==> src/caption_pkg.sv <==
// Purpose: Shared constants for the line-21 caption inserter.
// Assumes: 32-bit AHB-Lite register access, 10 MHz ref_clk.
// Notes: Offsets are byte addresses (index times four).
package caption_pkg;
	localparam int unsigned REF_CLK_HZ = 10000000;
	localparam int unsigned CAP_LINE_ODD = 21;
	localparam int unsigned CAP_LINE_EVEN = 284;
	localparam logic [7:0] IDX_EVEN_A = 8'h91;
	localparam logic [7:0] IDX_EVEN_B = 8'h92;
	localparam logic [7:0] IDX_ODD_A = 8'h93;
	localparam logic [7:0] IDX_ODD_B = 8'h94;
	localparam logic [7:0] IDX_CTRL = 8'hA0;
	localparam logic [7:0] IDX_STATUS = 8'hA1;
	localparam int unsigned CTRL_ENABLE_BIT = 0;
	localparam int unsigned STAT_BUSY_BIT = 0;
	localparam int unsigned STAT_ODD_DONE_BIT = 1;
	localparam int unsigned STAT_EVEN_DONE_BIT = 2;
	localparam logic [7:0] CAP_BYTE_RESET = 8'h00;
	localparam logic [31:0] CTRL_RESET = 32'h0000_0000;
	localparam int unsigned RUNIN_CYCLES = 7;
	localparam int unsigned BLANK_BITS = 2;
	localparam int unsigned PAYLOAD_BITS = 16;
	// One caption bit is 32 times the line rate: about 503 kHz.
	localparam int unsigned BIT_RATE_HZ = 503497;
	localparam int unsigned BIT_CYCLES = REF_CLK_HZ / BIT_RATE_HZ;
	localparam int unsigned SINE_STEPS = 8;
	localparam logic [9:0] LEVEL_BLANK = 10'h0F0;
	localparam logic [9:0] LEVEL_HIGH = 10'h1F0;

	function automatic logic [11:0] byte_addr(input logic [7:0] idx);
		byte_addr = {2'b00, idx, 2'b00};
	endfunction : byte_addr

	function automatic logic [7:0] odd_parity(input logic [7:0] b);
		odd_parity = {~^b[6:0], b[6:0]};
	endfunction : odd_parity
endpackage : caption_pkg

==> src/caption_if.sv <==
// Purpose: Carries bits from the framer into the shift buffer.
// Assumes: One clock domain.
// Notes: Valid and ready handshake.
`timescale 1ns/10ps
`default_nettype none
interface caption_if #(parameter int WIDTH = 1);
	logic valid;
	logic ready;
	logic [WIDTH-1:0] data;
	modport source (output valid, output data, input ready);
	modport sink (input valid, input data, output ready);
endinterface : caption_if
`default_nettype wire

==> src/caption_fifo.sv <==
// Purpose: Parameterised FIFO between framer and waveform stage.
// Assumes: Synchronous active-low reset.
// Notes: Honest full and empty.
`timescale 1ns/10ps
`default_nettype none
module caption_fifo #(
	parameter int WIDTH = 1,
	parameter int DEPTH = 16
) (
	input wire logic ref_clk,
	input wire logic rst_n,
	caption_if.sink in_port,
	caption_if.source out_port
);
	localparam int AW = $clog2(DEPTH);
	initial begin
		if (DEPTH < 2 || (1 << AW) != DEPTH) begin
			$error("DEPTH must be a power of two, at least 2");
		end
	end
	logic [WIDTH-1:0] mem [DEPTH];
	logic [AW:0] wr_q;
	logic [AW:0] rd_q;
	logic full;
	logic empty;
	assign full = (wr_q[AW] != rd_q[AW]) && (wr_q[AW-1:0] == rd_q[AW-1:0]);
	assign empty = (wr_q == rd_q);
	assign in_port.ready = ~full;
	assign out_port.valid = ~empty;
	assign out_port.data = mem[rd_q[AW-1:0]];
	always_ff @(posedge ref_clk) begin
		if (in_port.valid && !full) begin
			mem[wr_q[AW-1:0]] <= in_port.data;
		end
	end
	always_ff @(posedge ref_clk) begin
		if (!rst_n) begin
			wr_q <= '0;
		end else if (in_port.valid && !full) begin
			wr_q <= wr_q + 1'b1;
		end
	end
	always_ff @(posedge ref_clk) begin
		if (!rst_n) begin
			rd_q <= '0;
		end else if (out_port.ready && !empty) begin
			rd_q <= rd_q + 1'b1;
		end
	end
endmodule : caption_fifo
`default_nettype wire

==> src/caption_inserter.sv <==
// Purpose: Inserts caption bits on lines 21 and 284 of SD video.
// Assumes: line_num and field_even come from the SD timing generator.
// Notes: Bits travel through a 16-deep FIFO to the waveform stage.
`timescale 1ns/10ps
`default_nettype none
// How it works
// Captions go out only on line 21 odd and line 284 even.
// Each line opens with a seven-cycle sine run-in locked to bit rate.
// Two blanking bit periods then a high start bit follow the run-in.
// Sixteen payload bits follow: two bytes, seven data bits plus odd parity.
// Odd-field bytes come from registers at 0x93 and 0x94.
// Even-field line 284 bytes come from registers at 0x91 and 0x92.
// With captions on, pixel input is ignored on both caption lines.
// Registers are single-buffered; data goes out on the very next caption line of its field.
// Host finishes writing at least one line before the caption line.
// Host writes zeros to both bytes when nothing is new.
// Host should reload both bytes every field on vertical sync.
// Host sends two-byte control codes on line 21.
// Host pads odd-length messages with one blank character.
// Register pair is captured at line start, shielded from later writes.
module caption_inserter (
	input wire logic ref_clk,
	input wire logic rst_n,
	input wire logic [31:0] haddr,
	input wire logic [1:0] htrans,
	input wire logic hwrite,
	input wire logic [2:0] hsize,
	input wire logic [31:0] hwdata,
	input wire logic hsel,
	input wire logic hready,
	output logic [31:0] hrdata,
	output logic hreadyout,
	output logic hresp,
	input wire logic line_start,
	input wire logic [9:0] line_num,
	input wire logic field_even,
	input wire logic active_video,
	input wire logic [9:0] pixel_in,
	output logic [9:0] video_out
);
	import caption_pkg::*;

	typedef enum logic [2:0] {
		ST_IDLE = 3'b000,
		ST_WAIT = 3'b001,
		ST_RUNIN = 3'b010,
		ST_DATA = 3'b011
	} wave_state_type;

	// ==========================================================
	// Bus slave
	logic [7:0] even_a_q;
	logic [7:0] even_b_q;
	logic [7:0] odd_a_q;
	logic [7:0] odd_b_q;
	logic enable_q;
	logic odd_done_q;
	logic even_done_q;
	logic wr_pend_q;
	logic [11:0] addr_q;
	logic busy;

	assign hreadyout = 1'b1;
	assign hresp = 1'b0;

	always_ff @(posedge ref_clk) begin
		if (!rst_n) begin
			wr_pend_q <= 1'b0;
			addr_q <= 12'h000;
		end else if (hready) begin
			wr_pend_q <= hsel && htrans[1] && hwrite;
			addr_q <= haddr[11:0];
		end
	end

	// The byte registers feed the next caption line directly, with no second
	// buffer, so a write lands on the very next caption line of its field.
	always_ff @(posedge ref_clk) begin
		if (!rst_n) begin
			even_a_q <= CAP_BYTE_RESET;
			even_b_q <= CAP_BYTE_RESET;
			odd_a_q <= CAP_BYTE_RESET;
			odd_b_q <= CAP_BYTE_RESET;
			enable_q <= CTRL_RESET[CTRL_ENABLE_BIT];
		end else if (wr_pend_q) begin
			if (addr_q == byte_addr(IDX_EVEN_A)) even_a_q <= hwdata[7:0];
			if (addr_q == byte_addr(IDX_EVEN_B)) even_b_q <= hwdata[7:0];
			if (addr_q == byte_addr(IDX_ODD_A)) odd_a_q <= hwdata[7:0];
			if (addr_q == byte_addr(IDX_ODD_B)) odd_b_q <= hwdata[7:0];
			if (addr_q == byte_addr(IDX_CTRL)) begin
				enable_q <= hwdata[CTRL_ENABLE_BIT];
			end
		end
	end

	function automatic logic [31:0] read_mux(input logic [11:0] a);
		read_mux = 32'h0000_0000;
		if (a == byte_addr(IDX_EVEN_A)) read_mux[7:0] = even_a_q;
		if (a == byte_addr(IDX_EVEN_B)) read_mux[7:0] = even_b_q;
		if (a == byte_addr(IDX_ODD_A)) read_mux[7:0] = odd_a_q;
		if (a == byte_addr(IDX_ODD_B)) read_mux[7:0] = odd_b_q;
		if (a == byte_addr(IDX_CTRL)) read_mux[CTRL_ENABLE_BIT] = enable_q;
		if (a == byte_addr(IDX_STATUS)) begin
			read_mux[STAT_BUSY_BIT] = busy;
			read_mux[STAT_ODD_DONE_BIT] = odd_done_q;
			read_mux[STAT_EVEN_DONE_BIT] = even_done_q;
		end
	endfunction : read_mux

	always_ff @(posedge ref_clk) begin
		if (!rst_n) begin
			hrdata <= 32'h0000_0000;
		end else if (hready && hsel && htrans[1] && !hwrite) begin
			hrdata <= read_mux(haddr[11:0]);
		end
	end

	// ==========================================================
	// Framer: loads 19 bit symbols per caption line into the FIFO
	caption_if #(.WIDTH(1)) to_fifo ();
	caption_if #(.WIDTH(1)) from_fifo ();

	logic is_cap_line;
	logic [18:0] frame_q;
	logic [4:0] push_cnt_q;
	logic cap_line_q;

	// Only the two caption lines, each in its own field, qualify.
	assign is_cap_line = enable_q && (field_even ?
		(line_num == 10'(CAP_LINE_EVEN)) : (line_num == 10'(CAP_LINE_ODD)));

	// The byte pair is latched at line start into the shift word, so a host
	// write during the line cannot tear the bits already on their way.
	always_ff @(posedge ref_clk) begin
		if (!rst_n) begin
			frame_q <= '0;
			push_cnt_q <= 5'd0;
			cap_line_q <= 1'b0;
		end else if (line_start) begin
			cap_line_q <= is_cap_line;
			push_cnt_q <= is_cap_line ? 5'd19 : 5'd0;
			// Two blanking bits, the start bit, then both parity bytes.
			// Byte A goes out first, least significant bit first.
			frame_q <= field_even ?
				{odd_parity(even_b_q), odd_parity(even_a_q), 1'b1, 2'b00} :
				{odd_parity(odd_b_q), odd_parity(odd_a_q), 1'b1, 2'b00};
		end else if (to_fifo.valid && to_fifo.ready) begin
			frame_q <= {1'b0, frame_q[18:1]};
			push_cnt_q <= push_cnt_q - 5'd1;
		end
	end

	assign to_fifo.valid = (push_cnt_q != 5'd0);
	assign to_fifo.data = frame_q[0];

	always_ff @(posedge ref_clk) begin
		if (!rst_n) begin
			odd_done_q <= 1'b0;
			even_done_q <= 1'b0;
		end else if (line_start && is_cap_line) begin
			odd_done_q <= ~field_even;
			even_done_q <= field_even;
		end
	end

	caption_fifo #(.WIDTH(1), .DEPTH(16)) u_fifo (
		.ref_clk(ref_clk),
		.rst_n(rst_n),
		.in_port(to_fifo.sink),
		.out_port(from_fifo.source)
	);

	// ==========================================================
	// Waveform generator
	wave_state_type state_q;
	logic [7:0] bit_tick_q;
	logic [2:0] phase_q;
	logic [3:0] runin_q;
	logic [4:0] sym_q;
	logic tick;

	// The sub-tick compare, phase counter, run-in counter and frame word
	// are sized for the package values; refuse values they cannot carry.
	if (BIT_CYCLES / SINE_STEPS < 1) begin : g_bad_rate
		$error("Caption bit is shorter than one sine step.");
	end
	if (BIT_CYCLES / SINE_STEPS > 256) begin : g_bad_div
		$error("Sub-tick divider does not fit its counter.");
	end
	if (SINE_STEPS != 8) begin : g_bad_steps
		$error("The sine table has exactly eight steps.");
	end
	if (RUNIN_CYCLES < 1 || RUNIN_CYCLES > 15) begin : g_bad_runin
		$error("Run-in count does not fit its counter.");
	end
	if (BLANK_BITS + 1 + PAYLOAD_BITS != 19) begin : g_bad_frame
		$error("The frame word holds exactly nineteen symbols.");
	end

	function automatic logic [9:0] sine_level(input logic [2:0] ph);
		unique case (ph)
			3'd0: sine_level = LEVEL_BLANK;
			3'd1, 3'd3: sine_level = LEVEL_BLANK + 10'h05A;
			3'd2: sine_level = LEVEL_HIGH;
			3'd5, 3'd7: sine_level = LEVEL_BLANK - 10'h05A;
			default: sine_level = LEVEL_BLANK - 10'h080;
		endcase
	endfunction : sine_level

	assign tick = (bit_tick_q == 8'(BIT_CYCLES / SINE_STEPS - 1));
	assign busy = (state_q != ST_IDLE);
	assign from_fifo.ready = (state_q == ST_DATA) && tick &&
		(phase_q == 3'(SINE_STEPS - 1));

	always_ff @(posedge ref_clk) begin
		if (!rst_n || state_q == ST_IDLE || tick) begin
			bit_tick_q <= 8'd0;
		end else begin
			bit_tick_q <= bit_tick_q + 8'd1;
		end
	end

	// run-in: seven sine cycles, one per bit period of eight sub-ticks, locked to
	// the same divider that paces the data bits.
	always_ff @(posedge ref_clk) begin
		if (!rst_n) begin
			state_q <= ST_IDLE;
			phase_q <= 3'd0;
			runin_q <= 4'd0;
			sym_q <= 5'd0;
		end else begin
			unique case (state_q)
				ST_IDLE: begin
					if (line_start && is_cap_line) state_q <= ST_WAIT;
				end
				ST_WAIT: begin
					if (!active_video) begin
						phase_q <= 3'd0;
					end else begin
						state_q <= ST_RUNIN;
						runin_q <= 4'(RUNIN_CYCLES);
					end
				end
				ST_RUNIN: begin
					if (tick) begin
						phase_q <= phase_q + 3'd1;
						if (phase_q == 3'(SINE_STEPS - 1)) begin
							runin_q <= runin_q - 4'd1;
							if (runin_q == 4'd1) begin
								state_q <= ST_DATA;
								sym_q <= 5'(BLANK_BITS + 1 + PAYLOAD_BITS);
							end
						end
					end
				end
				ST_DATA: begin
					if (tick) begin
						phase_q <= phase_q + 3'd1;
						if (from_fifo.ready) begin
							sym_q <= sym_q - 5'd1;
							if (sym_q == 5'd1) state_q <= ST_IDLE;
						end
					end
				end
				default: state_q <= ST_IDLE;
			endcase
		end
	end

	always_ff @(posedge ref_clk) begin
		if (!rst_n) begin
			video_out <= LEVEL_BLANK;
		end else if (cap_line_q) begin
			// pixels are ignored for the whole caption line.
			if (state_q == ST_RUNIN) begin
				video_out <= sine_level(phase_q);
			end else if (state_q == ST_DATA) begin
				video_out <= from_fifo.data ? LEVEL_HIGH : LEVEL_BLANK;
			end else begin
				video_out <= LEVEL_BLANK;
			end
		end else begin
			video_out <= pixel_in;
		end
	end
endmodule : caption_inserter
`default_nettype wire

==> config.mk <==
export PLATFORM = sky130hd
export DESIGN_NAME = caption_inserter
export DESIGN_NICKNAME = d
export VERILOG_FILES = /design/src/caption_pkg.sv /design/src/caption_if.sv /design/src/caption_fifo.sv /design/src/caption_inserter.sv
export SDC_FILE = /design/constraint.sdc
export NUM_CORES = 1
export LEC_CHECK = 0
export BUFFER_PORTS_ARGS = -buffer_cell sky130_fd_sc_hd__clkbuf_2
export CAP_MARGIN = 15
export CORE_MARGIN = 4
export CORE_UTILIZATION = 51
export DETAILED_ROUTE_END_ITERATION = 10
export HOLD_SLACK_MARGIN = 0.03
export MAX_ROUTING_LAYER = met4
export PLACE_DENSITY = 0.75
export SLEW_MARGIN = 15
export SYNTH_ARGS = -nofsm -noshare
export SYNTH_HDL_FRONTEND = slang
export SYNTH_SLANG_ARGS = --single-unit
==> constraint.sdc <==
create_clock -name ref_clk -period 1.9 [get_ports ref_clk]
set_input_delay 0.19 -clock ref_clk [delete_from_list [all_inputs] [get_ports ref_clk]]
set_output_delay 0.19 -clock ref_clk [all_outputs]
set_load 0.01 [all_outputs]
==> results.py, run 1 <==
metrics = {
    "run_status": {
        "status": "finished clean",
    },
    "final_layout": {
        "final_common_cell": "dfxtp_1",
        "layout_common_cells": "dfxtp_1 (121), mux2i_1 (76), clkbuf_2 (66), nor2_1 (57), nand2_1 (55)",
        "drive_above_1_share_pct": 21.4,
        "syn_to_final_growth_pct": 22.7,
        "design_area_mm2": 0.00909,
        "antenna_cells": 0,
        "nets": 1020,
    },
    "synth": {
        "synthXorXnorAreaFrac_pct": 4.49,
        "synth_ff_type": "dfxtp_1",
        "yosys-mux-area-fraction_pct": 11.9,
        "seq_area_frac_synth_pct": 40.8,
        "synth-compound-area-share_pct": 11.9,
        "syn_area_mm2": 0.00741,
        "async_reset_ff_share_pct": 0,
        "synthAdderAreaFrac_pct": 3.88,
        "ys_ff_latch": 143,
        "syn_avg_cell_area_um2": 9.40,
        "ys.warnings.count": 0,
        "synth_edf_count": 16,
        "synth-simple-area-share_pct": 20.9,
        "synth_cell_type_count": 74,
        "synth_top_family_by_area": "simple AND/OR/NAND/NOR gates",
        "syn_inst": 788,
    },
    "die": {
        "dieArea_mm2": 0.0165,
        "rows": 43,
        "core_region_area_mm2": 0.0140,
        "fp.dieH_um": 129,
        "ios": 141,
        "fp.dieW_um": 129,
        "start_util_pct": 52.8,
    },
    "routing": {
        "vias": 5940,
        "wl_met3_um": 950,
        "drt_first_iter_violations": 466,
        "post_drt_wl_per_cell_um": 15.2,
        "route.detailed.drc": 0,
        "wl_met2_um": 7990,
        "ant_nets": 0,
        "firstDrtPassIters": 5,
        "routed_wl_um": 16600,
        "wl_met1_um": 7440,
        "viasPerCell": 5.43,
        "dr.max_layer_used": "met4",
    },
    "clocking": {
        "cts_tree": "built",
        "insertion_delay_ns": 0.43,
        "clock_sinks": 143,
        "htree_levels": 4,
        "numCtsBuffers": 17,
        "cts-root-buf": "clkbuf_16",
        "cts.clk_slew.worst_paths_ns": 0.06,
        "ctsLongestPathBuffers": 2,
    },
    "critical_path": {
        "path_buf_inv": 2,
        "path_cells": "xor2_1 > nor4_2 > buf_4 > a32oi_4 > buf_12 > mux2_1 > a211oi_1",
        "crit_required_ns": 2.24,
        "reg2reg_from": "u_fifo.wr_q[0]$_SDFFE_PN0P_",
        "crit_family": "compound AO/OA/AOI/OAI gates",
        "regToRegEndpoint": "frame_q[3]$_SDFFE_PN0P_",
        "cp_max_fo": 12,
        "rrSetupSlack_ns": 0.05,
        "arrival_ns": 2.19,
        "start_kind": "flop",
        "critPathKind": "reg2reg",
        "reg2reg_depth": 7,
        "cp-end-kind": "flop",
        "cpPeakStageDelay_ns": 0.37,
        "cp_slowest_cell": "dfxtp_1",
    },
    "grt": {
        "grt_pass1_vias": 5573,
        "grt_pass1_wl_um": 26600,
        "grt_max_degree": 51,
        "grt_usage_pct": 20.7,
        "antenna_found_initial": 0,
        "grt_overflow": 0,
    },
    "timing": {
        "skew_ns": 0.00859,
        "rsz0062_at_grt": "yes",
        "fmax_ghz": 0.541,
        "hold_violations": 0,
        "hold_slack_ns": 0.0533,
        "finalSetupViolCount": 0,
        "drv_slew": 0,
        "period_minus_slack_ns": 1.85,
        "period_share_pct": 97.3,
    },
    "placed_design": {
        "place_area_mm2": 0.00808,
        "hpwlAfterDp_um": 11300,
        "numPortBuffers": 66,
        "place_congestion": 0.835,
    },
    "power": {
        "p_leak_nw": 3.72,
        "vdd_drop_max_v": 0.000737,
        "powerDensity_mw_per_mm2": 893,
    },
    "worst_hold_path": {
        "hold_path_end": "addr_q[7]$_SDFFE_PN0P_",
        "hold_path_depth": 3,
        "hold_path.class": "in2reg",
        "hold_start": "haddr[7]",
    },
    "job": {
        "maxCapViolCount": 0,
    },
}
synth_stat cells (8+ instances only):
cell type | instances | area, um2
nor3_1 | 26 | 130
a211oi_1 | 17 | 128
nor2_1 | 57 | 214
clkbuf_1 | 30 | 113
edfxtp_1 | 16 | 480
and3_1 | 18 | 113
buf_2 | 9 | 45.0
nand2b_1 | 15 | 93.8
mux2i_1 | 76 | 761
ha_1 | 23 | 288
nand4_1 | 9 | 56.3
o21ai_0 | 29 | 145
xor2_1 | 13 | 114
nand2_1 | 55 | 206
a21oi_1 | 29 | 145
buf_4 | 26 | 195
nor2b_1 | 44 | 275
inv_1 | 21 | 78.8
dfxtp_1 | 127 | 2540
nand3_1 | 12 | 60.1
xnor2_1 | 25 | 219
and2_1 | 8 | 50.1
layer usage:
metal / global-route usage (%) / vias up
li1: - / 2947
met1: 25.4 / 2800
met2: 33.8 / 168
met3: 4.69 / 25
met4: 6.92 / 0
met5: - / -
layout make-up:
class	count	area, um2
inverters	23	86.3
multi-input cells	579	4150
clock inverters	15	235
repair buffers	136	935
clock buffers	17	425
flip-flops and latches	143	3030
well taps	180	225
fillers	1118	4950
stage by stage:
step                      power [mW]  setup slack [ns]  std cells  TNS [ns]  utilization [%]
after global placement          4.34          -0.00783       1038  -0.00916             57.5
after CTS                       8.07           0.00642       1083         0             63.2
final                           8.12            0.0518       1093         0             64.8
after detailed placement        4.36           -0.0535       1038   -0.0902             57.5
after global routing            8.45           -0.0354       1093    -0.129             64.8
after floorplan                 4.06            0.0136        812         0                -
repair_timing:
item,4_1_cts,5_1_grt
gates resized for setup,2,25
buffers inserted,0,9
gates cloned,0,1
hold endpoints to repair,12,0
hold buffers,13,0
setup endpoints to repair,2,50
pin swaps,0,6
registers in the layout, indices dropped and copies added (netlist names), 8 cells and up, named ones only:
register and count:
addr_q 12, bit_tick_q 8, even_a_q 8, even_b_q 8, frame_q 19, hrdata 8, odd_a_q 8, odd_b_q 8
u_fifo.mem 16, video_out 10
worst max path at each step:
| stage | from | end | slack (ns) | cells after the start |
|---|---|---|---|---|
| floorplan | u_fifo.wr_q[3]$_SDFFE_PN0P_ | u_fifo.mem[10]$_DFFE_PP_ | 0.01 | 7 |
| global placement | field_even | state_q[1]$_SDFFE_PN0P_ | -0.008 | 6 |
| detailed placement | field_even | state_q[1]$_SDFFE_PN0P_ | -0.05 | 6 |
| CTS | addr_q[0]$_SDFFE_PN0P_ | odd_b_q[5]$_SDFFE_PN0P_ | 0.006 | 7 |
| global route | u_fifo.wr_q[0]$_SDFFE_PN0P_ | frame_q[3]$_SDFFE_PN0P_ | -0.04 | 7 |
| finish | u_fifo.wr_q[0]$_SDFFE_PN0P_ | frame_q[3]$_SDFFE_PN0P_ | 0.05 | 7 |
cell families after synthesis:
logic type | after synthesis
other cells | 2
buf+inv | 90
flops | 143
fa+ha+maj | 23
mux | 85
simple gates | 281
xor+xnor | 38
compound gates | 126
tightest hold or removal path: cells and delay by family:
| family | cells | cell delay [ns] |
|---|---|---|
| muxes | 1 | 0.07 |
| and+or+nand+nor | 1 | 0.08 |
| buffers and inverters | 1 | 0.11 |
power breakdown:
group	internal, mW	total [mW]	switching, mW
Combinational	0.551	1.16	0.608
Clock	2.35	3.70	1.35
Sequential	3.18	3.27	0.0842
(Power assumes the default switching activity.)
==> run 2, diff against run 1 <==
Settings changed: BUFFER_PORTS_ARGS -buffer_cell sky130_fd_sc_hd__clkbuf_2 to not set, CORE_UTILIZATION 51 to 58, DONT_BUFFER_PORTS set to 1, PLACE_DENSITY 0.75 to 0.74.
==> results.py, run 2 (synthesis gave the netlist of run 1 again) <==
metrics = {
    "run_status": {
        "status": "finished clean",
    },
    "routing": {
        "ant_nets": 0,
        "routed_wl_um": 17700,
        "drt_first_iter_violations": 390,
        "post_drt_wl_per_cell_um": 17.2,
        "viasPerCell": 5.72,
        "route.detailed.drc": 0,
        "firstDrtPassIters": 5,
        "vias": 5892,
    },
    "final_layout": {
        "syn_to_final_growth_pct": 19.2,
        "antenna_cells": 0,
        "num-fill-cells": 932,
        "layout_common_cells": "dfxtp_1 (118), mux2i_1 (75), nor2_1 (57), nand2_1 (55), nor2b_1 (44)",
        "ff_latch_area_mm2": 0.00304,
        "design_area_mm2": 0.00883,
        "multi_input_area_mm2": 0.00415,
        "drive_above_1_share_pct": 13.1,
        "regMostFlops": "frame_q",
        "final_common_cell": "dfxtp_1",
        "fin_util_pct": 70.3,
        "nets": 966,
        "largest_reg_flops": 19,
    },
    "critical_path": {
        "crit_top_cell": "buf_4",
        "start_kind": "flop",
        "cp_slowest_cell": "dfxtp_1",
        "arrival_ns": 2.14,
        "critPathKind": "reg2reg",
        "crit_required_ns": 2.21,
        "cpPeakStageDelay_ns": 0.32,
        "path_cells": "nor4b_2 > buf_4 > nand3_1 > nor3b_1 > buf_4 > mux2i_1 > nor2b_1",
        "cp_max_fo": 8,
        "cp-end-kind": "flop",
    },
    "clocking": {
        "cts_tree": "built",
        "cts.clk_slew.worst_paths_ns": 0.06,
        "numCtsBuffers": 17,
        "insertion_delay_ns": 0.43,
        "cts-root-buf": "clkbuf_16",
        "htree_levels": 4,
        "clock_sinks": 143,
        "ctsLongestPathBuffers": 2,
    },
    "placed_design": {
        "hpwlAfterDp_um": 11300,
        "place_congestion": 0.884,
        "place_area_mm2": 0.00765,
        "numPortBuffers": 0,
    },
    "power": {
        "power_frac_seq_pct": 43.9,
        "power.internal_mw": 5.61,
        "p_comb_share_pct": 15.2,
        "p_leak_nw": 3.45,
        "p_switching_mw": 1.88,
        "powerDensity_mw_per_mm2": 848,
        "p_sw_share_pct": 25.1,
        "p_clk_share_pct": 40.9,
        "vdd_drop_max_v": 0.000641,
    },
    "grt": {
        "grt_pass1_wl_um": 28500,
        "grt_max_degree": 100,
        "antenna_found_initial": 0,
        "grt_pass1_vias": 5923,
        "grt_overflow": 0,
        "grt_usage_pct": 25.0,
    },
    "timing": {
        "hold_violations": 0,
        "rsz0062_at_grt": "yes",
        "skew_ns": 0.00587,
        "hold_slack_ns": 0.0398,
        "slew_headroom_pct": 58.9,
        "finalSetupViolCount": 0,
        "period_minus_slack_ns": 1.82,
        "fmax_ghz": 0.548,
        "drv_slew": 0,
        "period_share_pct": 96.0,
        "worstMarginPinSlew_ns": 0.615,
    },
    "die": {
        "fp.dieH_um": 121,
        "dieArea_mm2": 0.0146,
        "fp.dieW_um": 121,
        "ios": 141,
        "core_region_area_mm2": 0.0126,
        "rows": 41,
        "start_util_pct": 59.0,
    },
    "job": {
        "maxCapViolCount": 0,
    },
    "worst_hold_path": {
        "hold_path.class": "in2reg",
    },
}
-- run 2: changes by cell type in the layout (fill, tap and decap cells not counted), moves of 3 or more --
cell / previous run / this run
clkbuf_2: 66 / 0
dlygate4sd3_1: 13 / 36
buf_4: 53 / 38
clkbuf_1: 0 / 6
clkinv_4: 6 / 1
bufinv_16: 5 / 1
dfxtp_1: 121 / 118
dfxtp_2: 5 / 8
-- run 2: layout make-up --
cell class                 count  area share (%)
multi-input combinational    579            47.0
clock buffer                  25            5.38
clock inverter                 6           0.694
sequential                   143            34.4
inverter                      23            1.01
tap                          172            2.44
timing repair buffer          82            9.12
-- run 2: worst paths after layout --
check / slack [ns] / start / cells past startpoint / end
setup reg to reg: 0.08 / addr_q[0]$_SDFFE_PN0P_ / 7 / even_b_q[5]$_SDFFE_PN0P_
setup / recovery: 0.08 / addr_q[0]$_SDFFE_PN0P_ / 7 / even_b_q[5]$_SDFFE_PN0P_
hold / removal: 0.04 / line_start / 2 / frame_q[14]$_SDFFE_PN0P_
hold reg to reg: 0.48 / wr_pend_q$_SDFFE_PN0P_ / 2 / wr_pend_q$_SDFFE_PN0P_
-- run 2: routing by layer --
| layer | share of wire, % | wire (um) | global-route usage [%] |
|---|---|---|---|
| met1 | 41 | 7160 | 28.5 |
| met2 | 51 | 9000 | 41.9 |
| met3 | 5.4 | 959 | 5.36 |
| met4 | 3.1 | 556 | 12.1 |
| met5 | 0 | 0 | - |
-- run 2: what timing repair did --
action	4_1_cts	5_1_grt
hold buffers	38	0
endpoints found under the setup margin	12	42
resized for setup	5	26
cloned	0	2
buffers inserted	0	6
pin swaps	0	8
hold endpoints to repair	115	0
-- run 2: critical path, delay by kind of cell, from the launching register on --
| kind | cells | cell delay [ns] |
|---|---|---|
| and+or+nand+nor | 4 | 0.71 |
| buffers and inverters | 2 | 0.43 |
| DFF | 1 | 0.32 |
| muxes | 1 | 0.25 |
-- run 2: metrics by stage --
step	cells	power, mW	worst slack, ns	setup TNS [ns]
global route	1030	7.77	-0.0421	-0.274
floorplan	812	4.06	0.0136	0
CTS	1022	7.38	0.00176	0
detailed placement	953	4.21	-0.0831	-0.577
global placement	953	4.16	0.0277	0
finish	1030	7.49	0.0759	0
-- run 2: power by group through the flow --
stage,sequential (mW),combinational [mW],clock (mW)
global placement,3.33,0.825,0
finish,3.29,1.14,3.06
CTS,3.28,1.00,3.10
detailed placement,3.34,0.866,0
floorplan,3.33,0.735,0
global route,3.30,1.26,3.21
